===== src/inc/tcp_pkg.sv =====
// Purpose: Constants and types of the three-wire thermometer command port
// Assumes: Port pins are sampled by ref_clk at 125 MHz
// Notes:   Command codes, field widths and timing counts live here
package tcp_pkg;
    // ==========================================================
    // Command codes
    localparam logic [7:0] TCP_CMD_READ_TEMP   = 8'haa;
    localparam logic [7:0] TCP_CMD_START_CONV  = 8'hee;
    localparam logic [7:0] TCP_CMD_STOP_CONV   = 8'h22;
    localparam logic [7:0] TCP_CMD_WR_HIGH     = 8'h01;
    localparam logic [7:0] TCP_CMD_WR_LOW      = 8'h02;
    localparam logic [7:0] TCP_CMD_RD_HIGH     = 8'ha1;
    localparam logic [7:0] TCP_CMD_RD_LOW      = 8'ha2;
    localparam logic [7:0] TCP_CMD_WR_CONFIG   = 8'h0c;
    localparam logic [7:0] TCP_CMD_RD_CONFIG   = 8'hac;
    // ==========================================================
    // Widths and counts
    localparam int         TCP_CMD_BITS   = 8;
    localparam int         TCP_TEMP_BITS  = 9;
    localparam logic [3:0] TCP_CNT_CMD    = 4'h8;   // Command clocks
    localparam logic [3:0] TCP_CNT_TEMP   = 4'h9;   // Nine-bit data clocks
    localparam logic [3:0] TCP_CNT_CFG    = 4'h8;   // Config data clocks
    localparam logic [3:0] TCP_CNT_ZERO   = 4'h0;
    localparam logic [3:0] TCP_CNT_ONE    = 4'h1;
    // ==========================================================
    // Config fields
    localparam int         TCP_CFG_ONESHOT = 0;     // One-shot bit
    localparam int         TCP_CFG_CPU     = 1;     // Host-controlled bit
    localparam logic [7:0] TCP_CFG_RESET   = 8'h0a; // Host mode set, one-shot clear
    localparam logic [8:0] TCP_LIMIT_RESET = 9'h000;
    // ==========================================================
    // Sequencer states
    typedef enum logic [2:0] {
        TCP_IDLE,   // Select low
        TCP_CMD,    // Collecting command byte
        TCP_WR,     // Collecting write data
        TCP_RD,     // Shifting read data out
        TCP_DONE    // Waiting for select low
    } tcp_state_type;
endpackage


===== src/tcp_port.sv =====
`timescale 1ns/1ps
// Purpose: Command decoder behind the three-wire serial thermometer port
// Assumes: Serial clock is far slower than ref_clk and is sampled
// Notes:   Conversion engine is outside; this block issues start/stop
module tcp_port
    import tcp_pkg::*;
(
    // Clock and reset
    input  wire logic       ref_clk,
    input  wire logic       rst,
    // Three-wire pins
    input  wire logic       sel_in,      // Transfer select, high opens
    input  wire logic       sclk_in,     // Serial clock from host
    input  wire logic       dq_in,       // Data line level
    output logic            dq_out,      // Data line drive value
    output logic            dq_oe,       // Data line drive enable
    // Conversion engine side
    input  wire logic [8:0] temp_result, // Last completed conversion
    output logic            conv_start,  // One-cycle start pulse
    output logic            conv_stop,   // One-cycle stop pulse
    output logic            conv_run,    // Conversions enabled level
    // Stored settings
    output logic [8:0]      high_limit,
    output logic [8:0]      low_limit,
    output logic [7:0]      config_reg
);
    // ==========================================================
    // Synchronised pins
    logic sel_s;
    logic sclk_s;
    logic dq_s;

    tcp_sync u_sel  (.ref_clk(ref_clk), .rst(rst), .pin_in(sel_in),  .pin_sync(sel_s));
    tcp_sync u_sclk (.ref_clk(ref_clk), .rst(rst), .pin_in(sclk_in), .pin_sync(sclk_s));
    tcp_sync u_dq   (.ref_clk(ref_clk), .rst(rst), .pin_in(dq_in),   .pin_sync(dq_s));

    // ==========================================================
    // State record
    typedef struct packed {
        tcp_state_type st;
        logic          sclk_prev;  // Last sampled serial clock
        logic [3:0]    cnt;        // Bits handled in this phase
        logic [7:0]    cmd;        // Command shift register
        logic [8:0]    sh;         // Data shift register
        logic [3:0]    len;        // Data phase length
        logic          dq_o;       // Output bit
        logic          dq_e;       // Output enable
        logic [8:0]    hi;
        logic [8:0]    lo;
        logic [7:0]    cfg;
        logic          run;
        logic          start;
        logic          stop;
    } tcp_regs_type;

    tcp_regs_type cur_ff;
    tcp_regs_type nxt_ff;
    logic         rise;
    logic         fall;

    // Serial clock edges
    assign rise = sclk_s & ~cur_ff.sclk_prev;
    assign fall = ~sclk_s & cur_ff.sclk_prev;

    // ==========================================================
    // Next state
    always_comb
    begin
        nxt_ff           = cur_ff;
        nxt_ff.sclk_prev = sclk_s;
        nxt_ff.start     = 1'b0;
        nxt_ff.stop      = 1'b0;
        case (cur_ff.st)
            TCP_IDLE:
            begin
                nxt_ff.dq_e = 1'b0;
                if (sel_s)
                begin
                    nxt_ff.st  = TCP_CMD;
                    nxt_ff.cnt = TCP_CNT_ZERO;
                end
            end
            TCP_CMD:
            begin
                if (rise)
                begin
                    nxt_ff.cmd = {dq_s, cur_ff.cmd[7:1]};
                    nxt_ff.cnt = cur_ff.cnt + TCP_CNT_ONE;
                    if (cur_ff.cnt == TCP_CNT_CMD - TCP_CNT_ONE)
                    begin
                        nxt_ff.cnt = TCP_CNT_ZERO;
                        nxt_ff.st  = TCP_DONE;   // Start, stop and unknown codes end here
                        nxt_ff.sh  = 9'h000;
                        case ({dq_s, cur_ff.cmd[7:1]})
                            TCP_CMD_READ_TEMP:
                            begin
                                nxt_ff.st  = TCP_RD;
                                nxt_ff.sh  = temp_result;
                                nxt_ff.len = TCP_CNT_TEMP;
                            end
                            TCP_CMD_RD_HIGH:
                            begin
                                nxt_ff.st  = TCP_RD;
                                nxt_ff.sh  = cur_ff.hi;
                                nxt_ff.len = TCP_CNT_TEMP;
                            end
                            TCP_CMD_RD_LOW:
                            begin
                                nxt_ff.st  = TCP_RD;
                                nxt_ff.sh  = cur_ff.lo;
                                nxt_ff.len = TCP_CNT_TEMP;
                            end
                            TCP_CMD_RD_CONFIG:
                            begin
                                nxt_ff.st  = TCP_RD;
                                nxt_ff.sh  = {1'b0, cur_ff.cfg};
                                nxt_ff.len = TCP_CNT_CFG;
                            end
                            TCP_CMD_WR_HIGH, TCP_CMD_WR_LOW:
                            begin
                                nxt_ff.st  = TCP_WR;
                                nxt_ff.len = TCP_CNT_TEMP;
                            end
                            TCP_CMD_WR_CONFIG:
                            begin
                                nxt_ff.st  = TCP_WR;
                                nxt_ff.len = TCP_CNT_CFG;
                            end
                            TCP_CMD_START_CONV:
                            begin
                                nxt_ff.start = 1'b1;
                                nxt_ff.run   = 1'b1;
                            end
                            TCP_CMD_STOP_CONV:
                            begin
                                nxt_ff.stop = 1'b1;
                                nxt_ff.run  = 1'b0;
                            end
                            default:
                            begin
                                nxt_ff.st = TCP_DONE;
                            end
                        endcase
                    end
                end
            end
            TCP_WR:
            begin
                if (rise)
                begin
                    nxt_ff.cnt = cur_ff.cnt + TCP_CNT_ONE;
                    if (cur_ff.len == TCP_CNT_TEMP)
                    begin
                        nxt_ff.sh = {dq_s, cur_ff.sh[8:1]};
                    end
                    else
                    begin
                        nxt_ff.sh = {1'b0, dq_s, cur_ff.sh[7:1]};
                    end
                    if (cur_ff.cnt == cur_ff.len - TCP_CNT_ONE)
                    begin
                        nxt_ff.st = TCP_DONE;
                        if (cur_ff.cmd == TCP_CMD_WR_HIGH)
                        begin
                            nxt_ff.hi = {dq_s, cur_ff.sh[8:1]};
                        end
                        else if (cur_ff.cmd == TCP_CMD_WR_LOW)
                        begin
                            nxt_ff.lo = {dq_s, cur_ff.sh[8:1]};
                        end
                        else
                        begin
                            nxt_ff.cfg = {dq_s, cur_ff.sh[7:1]};
                        end
                    end
                end
            end
            TCP_RD:
            begin
                // Drive on falling edge, release while clock high
                if (fall)
                begin
                    nxt_ff.dq_o = cur_ff.sh[0];
                    nxt_ff.dq_e = 1'b1;
                    nxt_ff.sh   = {1'b0, cur_ff.sh[8:1]};
                end
                else if (rise && cur_ff.dq_e)
                begin
                    nxt_ff.dq_e = 1'b0;
                    nxt_ff.cnt  = cur_ff.cnt + TCP_CNT_ONE;
                    if (cur_ff.cnt == cur_ff.len - TCP_CNT_ONE)
                    begin
                        nxt_ff.st = TCP_DONE;
                    end
                end
            end
            TCP_DONE:
            begin
                nxt_ff.dq_e = 1'b0;
            end
            default:
            begin
                nxt_ff.st = TCP_IDLE;
            end
        endcase
        if (!sel_s)
        begin
            nxt_ff.st   = TCP_IDLE;
            nxt_ff.dq_e = 1'b0;
        end
    end

    // Register the record
    always_ff @(posedge ref_clk)
    begin
        if (rst)
        begin
            cur_ff     <= '0;
            cur_ff.st  <= TCP_IDLE;
            cur_ff.hi  <= TCP_LIMIT_RESET;
            cur_ff.lo  <= TCP_LIMIT_RESET;
            cur_ff.cfg <= TCP_CFG_RESET;
        end
        else
        begin
            cur_ff <= nxt_ff;
        end
    end

    // ==========================================================
    // Outputs
    assign dq_out     = cur_ff.dq_o;
    assign dq_oe      = cur_ff.dq_e;
    assign conv_start = cur_ff.start;
    assign conv_stop  = cur_ff.stop;
    assign conv_run   = cur_ff.run;
    assign high_limit = cur_ff.hi;
    assign low_limit  = cur_ff.lo;
    assign config_reg = cur_ff.cfg;

    // ==========================================================
    // Checks
    a_abort_release: assert property (@(posedge ref_clk) disable iff (rst)
        !sel_s |=> !dq_oe) else $error("data line driven after deselect");
    a_start_run: assert property (@(posedge ref_clk) disable iff (rst)
        conv_start |-> conv_run && !conv_stop) else $error("start without run");
    a_stop_run: assert property (@(posedge ref_clk) disable iff (rst)
        conv_stop |-> !conv_run) else $error("stop left run set");
    a_drive_readonly: assert property (@(posedge ref_clk) disable iff (rst)
        dq_oe |-> cur_ff.st == TCP_RD) else $error("driving outside read");
    a_release_high: assert property (@(posedge ref_clk) disable iff (rst)
        (sclk_s && !cur_ff.sclk_prev && dq_oe) |=> !dq_oe) else $error("drive held");
    a_limit_hold: assert property (@(posedge ref_clk) disable iff (rst)
        cur_ff.st != TCP_WR |=> $stable(high_limit)) else $error("limit changed");
    a_low_hold: assert property (@(posedge ref_clk) disable iff (rst)
        cur_ff.st != TCP_WR |=> $stable(low_limit)) else $error("low limit changed");
    a_cfg_hold: assert property (@(posedge ref_clk) disable iff (rst)
        cur_ff.st != TCP_WR |=> $stable(config_reg)) else $error("config changed");
    a_fresh_cmd: assert property (@(posedge ref_clk) disable iff (rst)
        (cur_ff.st == TCP_IDLE && sel_s) |=> cur_ff.st == TCP_CMD && cur_ff.cnt == TCP_CNT_ZERO)
        else $error("no fresh decode");
    c_read: cover property (@(posedge ref_clk) cur_ff.st == TCP_RD ##1 cur_ff.st == TCP_DONE);
    c_write: cover property (@(posedge ref_clk) cur_ff.st == TCP_WR ##1 cur_ff.st == TCP_DONE);
    c_start: cover property (@(posedge ref_clk) conv_start);
    c_abort: cover property (@(posedge ref_clk) cur_ff.st == TCP_RD ##1 cur_ff.st == TCP_IDLE);
endmodule // tcp_port


===== src/tcp_sync.sv =====
`timescale 1ns/1ps
// Purpose: Three-stage pin synchroniser with agreement filter
// Assumes: Input is asynchronous to ref_clk
// Notes:   Output changes once stages two and three agree
module tcp_sync
(
    // Clock and reset
    input  wire logic ref_clk,
    input  wire logic rst,
    // Pin and result
    input  wire logic pin_in,
    output logic      pin_sync
);
    // ==========================================================
    // Stage registers
    logic [2:0] stage_ff;   // Shift chain
    logic       out_ff;     // Filtered level

    // Chain and agreement filter
    always_ff @(posedge ref_clk)
    begin
        if (rst)
        begin
            stage_ff <= 3'h0;
            out_ff   <= 1'b0;
        end
        else
        begin
            stage_ff <= {stage_ff[1:0], pin_in};
            // Only stages two and three are compared
            if (stage_ff[1] == stage_ff[2])
            begin
                out_ff <= stage_ff[2];
            end
        end
    end

    assign pin_sync = out_ff;
endmodule // tcp_sync


===== config.mk =====
export PLATFORM = sky130hd
export DESIGN_NAME = tcp_port
export DESIGN_NICKNAME = d
export VERILOG_FILES = /design/src/inc/tcp_pkg.sv /design/src/tcp_port.sv /design/src/tcp_sync.sv
export SDC_FILE = /design/constraint.sdc
export NUM_CORES = 1
export LEC_CHECK = 0
export BUFFER_PORTS_ARGS = -buffer_cell sky130_fd_sc_hd__buf_4
export CORE_MARGIN = 3
export CORE_UTILIZATION = 45
export CTS_CLUSTER_DIAMETER = 200
export DETAILED_ROUTE_END_ITERATION = 7
export PLACE_DENSITY_LB_ADDON = 0.25
export SYNTH_ARGS = -nofsm -noshare
export SYNTH_HDL_FRONTEND = slang
export SYNTH_SLANG_ARGS = --single-unit

===== constraint.sdc =====
create_clock -name ref_clk -period 1.7 [get_ports ref_clk]
set_input_delay 0.17 -clock ref_clk [delete_from_list [all_inputs] [get_ports ref_clk]]
set_output_delay 0.17 -clock ref_clk [all_outputs]
set_load 0.005 [all_outputs]

---- Yosys cells after proc, flatten, opt, wreduce, memory -nomap -nowiden ----
Cells that the tools add are included.
operators by class
  equality and inequality tests ........... 29
  bitwise operators ....................... 11
  add/sub/neg operators ................... 2
  multiplexer cells ....................... 28
  reduce and logical (&&, ||, !) cells .... 25
operators by type and width
  kind                                                 number
  equality test 8 bit, second input constant           5
  one-hot mux 9 bit (4 select lines)                   1
  two-way mux 9 bit                                    3
  one-hot mux 9 bit (3 select lines)                   1
  two-way mux 25 bit                                   1
  two-way mux 4 bit                                    5
  two-way mux 3 bit                                    6
  equality test 8 x 1 -> 1 bit, second input constant  2
  equality test 8 x 2 -> 1 bit, second input constant  2
  one-hot mux 4 bit (4 select lines)                   1
  one-hot mux 3 bit (5 select lines)                   1
  AND reduction 5 bit                                  3
  two-way mux 13 bit                                   1
  != test 2 bit, second input constant                 6
  AND reduction 4 bit                                  3
  AND reduction 6 bit                                  2
  NOT 1 bit                                            9
  equality test 8 x 4 -> 1 bit, second input constant  1
  equality test 8 x 6 -> 1 bit, second input constant  1
  one-hot mux 4 bit (2 select lines)                   1
  OR reduction 4 bit                                   2
  equality test 3 x 2 -> 1 bit, second input constant  2
  one-hot mux 3 bit (2 select lines)                   1
  AND reduction 2 bit                                  3
  other kinds (21)                                     32
storage, ports and cells
  bits of input ports ..................... 14
  logic and storage cells ................. 115
  register bits after elaboration ......... 72
  output and inout port bits .............. 31

---- Logic depth before layout (Yosys ltp) ----
  word-level depth ........................ 6
  depth in mapped cells ................... 8
  gate-level depth less buffers ........... 6

---- Hierarchy ----
Synthesis repeated with hierarchy kept, for this count alone.
unflattened totals
  cells, all modules ...................... 408
  area, all modules ....................... 3612.2 um^2
modules (own cells, without submodules)
  module    times used  area an instance (um^2)  cells an instance  seq. area each (um^2)
  tcp_port  1           3274.4                   378                1161.1
  tcp_sync  3           112.6                    10                 80.1

---- Worst setup path after synthesis ----
Ideal clock, no wire load.
  path type ............................... register to register
  from .................................... reg cur_ff[52] in the netlist's numbering
  to ...................................... reg cur_ff[41] in the netlist's numbering
  buffers on the path ..................... 2
  stages on the path, launching flop included .. 9
  period minus slack after synthesis ...... 1.787 ns
  path slack .............................. -0.087 ns
  library setup time ...................... 0.134 ns
  data required time ...................... 1.566 ns
  arrival time ............................ 1.653 ns
  cells stage by stage .................... dfxtp_1 ha_1 and3b_1 buf_6 nand3_1 a31o_1 buf_2 a211oi_1 nor3_1
on the way
  longest elaborated chain between the ends .. 3
RTL lines
  element                        line             text
  from (decl)                    tcp_port.sv:56   tcp_regs_type cur_ff;
  from (signal assigned)         tcp_port.sv:226  cur_ff <= nxt_ff;
  equality test 4 x 3 -> 1 bit   tcp_port.sv:89   if (cur_ff.cnt == TCP_CNT_CMD - TCP_CNT_ONE)
  != test 2 bit (no line)        n/a
  AND reduction 5 bit (no line)  n/a
No other way between the ends.
A chain may end at the register's enable or synchronous reset.

---- Final worst setup path ----
  from .................................... reg cur_ff[52] in the netlist's numbering
  to ...................................... reg cur_ff[55] in the netlist's numbering
on the way
  longest elaborated chain between the ends .. 4
  elaborated cells on any way between the ends .. 8
  those cells by class .................... add/sub: 1; eq/ne: 1; mux: 6
RTL lines
  element                                                               line                             text
  adder 4 x 1 -> 4 bit or equality test 4 x 3 -> 1 bit (tied branches)  n/a
  two-way mux 4 bit (on tied branches)                                  tcp_port.sv:187, tcp_port.sv:89
  two-way mux 4 bit or two-way mux 25 bit (tied branches)               tcp_port.sv:181, tcp_port.sv:85
  one-hot mux 4 bit (4 select lines) *                                  tcp_port.sv:73                   case (cur_ff.st)
Every way passes the cells marked *; elsewhere a longest branch is shown, timed or not. The select of a mux whose other input is x is not followed.

==> impl_metrics.tcl <==
set metrics [dict create \
    outcome "finished with violations" \
    violations "negative setup slack" \
    drt-pass1-iter-count 4 \
    die_w_um 95.21 \
    synth.net_count 419 \
    placed_area_um2 4146 \
    route.vias.total 3035 \
    routed_wirelength_um 8854 \
    cts_made_buffers 9 \
    reg2reg_to "cur_ff[55]" \
    rows 31 \
    grt_pass1_vias 2879 \
    final_core_util_pct 62.83 \
    crit_path_start_kind "flip-flop" \
    synth-seq-cells 70 \
    cp.required_ns 1.98 \
    cap_violations 0 \
    ys.flop_type "dfxtp_1" \
    hold_path_class "input pin to flip-flop" \
    clock-sinks 70 \
    wl_per_cell_um 15.34 \
    switchingPower_uw 686.0 \
    clkTransAtPathRegs_ns 0.08 \
    synth_fa_ha_area_share_pct 0.6988 \
    final_max_slew_viol_count 0 \
    die-area_um2 9064 \
    htreeDepth 3 \
    holdPathEnd "u_sel.stage_ff[0]" \
    seq_power_share_pct 49.7 \
    antenna_found_initial 0 \
    die_y_um 95.21 \
    ir_drop_mv 0.5378 \
    nets 489 \
    finalWorstSetupSlack_ns -0.1235 \
    top_register "cur_ff" \
    antenna_cells 0 \
    setup.worst_path.class "flip-flop to flip-flop" \
    yosysSeqAreaShare_pct 39.13 \
    hpwl_um 5985 \
    grt_max_degree 38 \
    fmax_ghz 0.5484 \
    tightest_slew_ns 0.4050 \
    hold_buffers 0 \
    finalSetupViolCount 26 \
    final.setup_skew_ns 0.009951 \
    syn_area_um2 3581 \
    cts_root_buf "clkbuf_8" \
    synth_xor_xnor_area_share_pct 0.4892 \
    synth_area_per_cell_um2 8.886 \
    dr_wl_met2_um 4162 \
    drive_gt1_share_pct 38.28 \
    reg2reg_depth 6 \
    start_util_pct 47.84 \
    leakage_uw 0.001944 \
    hold_path_depth 2 \
    synthCells 403 \
    muxShareOfSynthArea_pct 10.38 \
    ant_nets 0 \
    final_hold_viol_count 0 \
    syn_to_final_growth_pct 31.34 \
    grt-ovfl-total 0 \
    fill_cells 624 \
    wl_met1_um 4147 \
    fin_crit_ns 1.823 \
    largest_reg_flops 27 \
    synth-edff-count 0 \
    io_pins 45 \
    yosys_warnings 0 \
    hold_start "sel_in" \
    grt_pass1_wl_um 14280 \
    switching_share_pct 20.72 \
    top_layer_used "met4" \
    rsz0062_at_grt "true" \
    cts_tree "yes" \
    clockBufferDepth 2 \
    drt_iter0_drc 132 \
    grt_usage_pct 20.08 \
    cp_max_fo 4 \
    crit_start "cur_ff[52]" \
    async_flop_share_pct 0 \
    critPathCaptureType "flip-flop" \
    synth_compound_area_share_pct 15.37 \
    post-route-period-util_pct 107.3 \
    drc 0 \
    stdcell_area_um2 4703 \
    maxSlewHeadroom_pct 73.00 \
    wl_met3_um 435 \
    pwr-share-comb_pct 1.9 \
    synth_top_family_by_area "simple AND/OR/NAND/NOR gates" \
    p_int_uw 2625 \
    synthDistinctLibCells 61 \
    clock_latency_ns 0.35 \
    viasPerCell 5.260 \
    reg2reg_slack_ns -0.12 \
    pre_cts_ws_ns -0.1978 \
    finalSetupTns_ns -1.113 \
    p_per_area_nw_per_um2 704.0 \
    synth-simple-area-share_pct 23.90 \
    cp.arrival_ns 2.11 \
    design.core.area_um2 7486 \
    portBuffers 44 \
    clkPwrFrac_pct 48.3 \
    fin_hold_ws_ns 0.02594 \
    gp_congestion 0.8324 \
    timing.rr.start "cur_ff[52]" \
]
## timing repair
item	4_1_cts	5_1_grt
buffers inserted	6	4
setup endpoints to repair	38	44
resized for setup	20	36
gates cloned	1	1
pin swaps	11	16
## layout by cell type, fill, tap and decap left out, drive strengths merged, types with 2 or more instances in the layout
cell	count
buf	110
dfxtp	70
nand2	50
nor2	49
mux2i	27
a21oi	23
nor2b	16
clkbuf	12
a22oi	11
nor3	11
o21ai	11
mux2	9
inv	7
nand2b	6
a221oi	6
nand3	6
a211oi	5
nor4	4
nand4	3
nor3b	3
and3b	3
a211o	3
ha	2
bufinv	2
xor2	2
nor4b	2
nor4bb	2
a31oi	2
## metrics by stage
step                instances  total power (uW)
finish                    577              3311
CTS                       572              3354
floorplan                 403              1718
detailed placement        549              1752
global route              577              3431
global placement          549              1751
## worst max-delay path by stage
stage               endpoint  slack (ns)  cells past startpoint
6_report          cur_ff[55]       -0.12                      6
5_1_grt           cur_ff[55]       -0.18                      8
4_1_cts           cur_ff[55]       -0.10                      6
3_5_place_dp   config_reg[3]       -0.20                      6
3_3_place_gp   config_reg[1]       -0.11                      6
2_1_floorplan     cur_ff[55]       -0.02                      6
## Yosys cell counts (all sizes together) (2+ instances only)
master,instances,area (um2)
buf,44,310.3
a22oi,11,82.58
nor4b,2,32.53
a211o,3,26.28
a21oi,23,115.1
nand4,3,18.77
clkbuf,7,26.28
mux2,9,101.3
nor4bb,2,20.02
nand2b,6,40.04
a31oi,2,18.77
xor2,2,17.52
ha,2,25.02
nor3,11,71.32
a211oi,5,47.54
nor2b,16,100.1
nor4,4,25.02
nor3b,3,32.53
nand2,50,190.2
and3b,3,26.28
mux2i,27,270.3
inv,6,22.52
o21ai,11,55.05
nor2,49,200.2
dfxtp,70,1401
a221oi,6,90.09
nand3,6,30.03
## layout make-up
class / instances / area, um2 / area share (%)
sequential: 70 / 1414 / 30.06
inverter: 6 / 22.52 / 0.4789
clock buffer: 12 / 165.2 / 3.512
multi-input combinational: 276 / 1998 / 42.48
clock inverter: 4 / 76.32 / 1.623
timing repair buffer: 110 / 903.4 / 19.21
tap: 99 / 123.9 / 2.634
## layer usage
layer,vias to the layer above,GRT usage [%]
li1,1523,-
met1,1438,27.31
met2,64,31.66
met3,10,4.183
met4,0,6.611
met5,-,0
## critical path: stages, from the launching register on
cell	delay [ns]
dfxtp_4	0.37
ha_4	0.16
and3b_2	0.23
buf_6	0.12
o41a_1	0.32
or4_4	0.42
a21oi_2	0.13
## power by group through the flow
stage	Clock (uW)	Combinational [uW]	Sequential, uW
final	1600	63.7	1650
after global routing	1710	70.1	1650
after CTS	1640	64.2	1650
after detailed placement	0	63.8	1690
after global placement	0	62.4	1690
after floorplan	0	30.0	1690
## cells by family after synthesis
family	Yosys count
simple gates	164
compound gates	72
flops	70
buf+inv	57
mux	36
xor+xnor	2
fa+ha+maj	2
(Power assumes the default switching activity.)
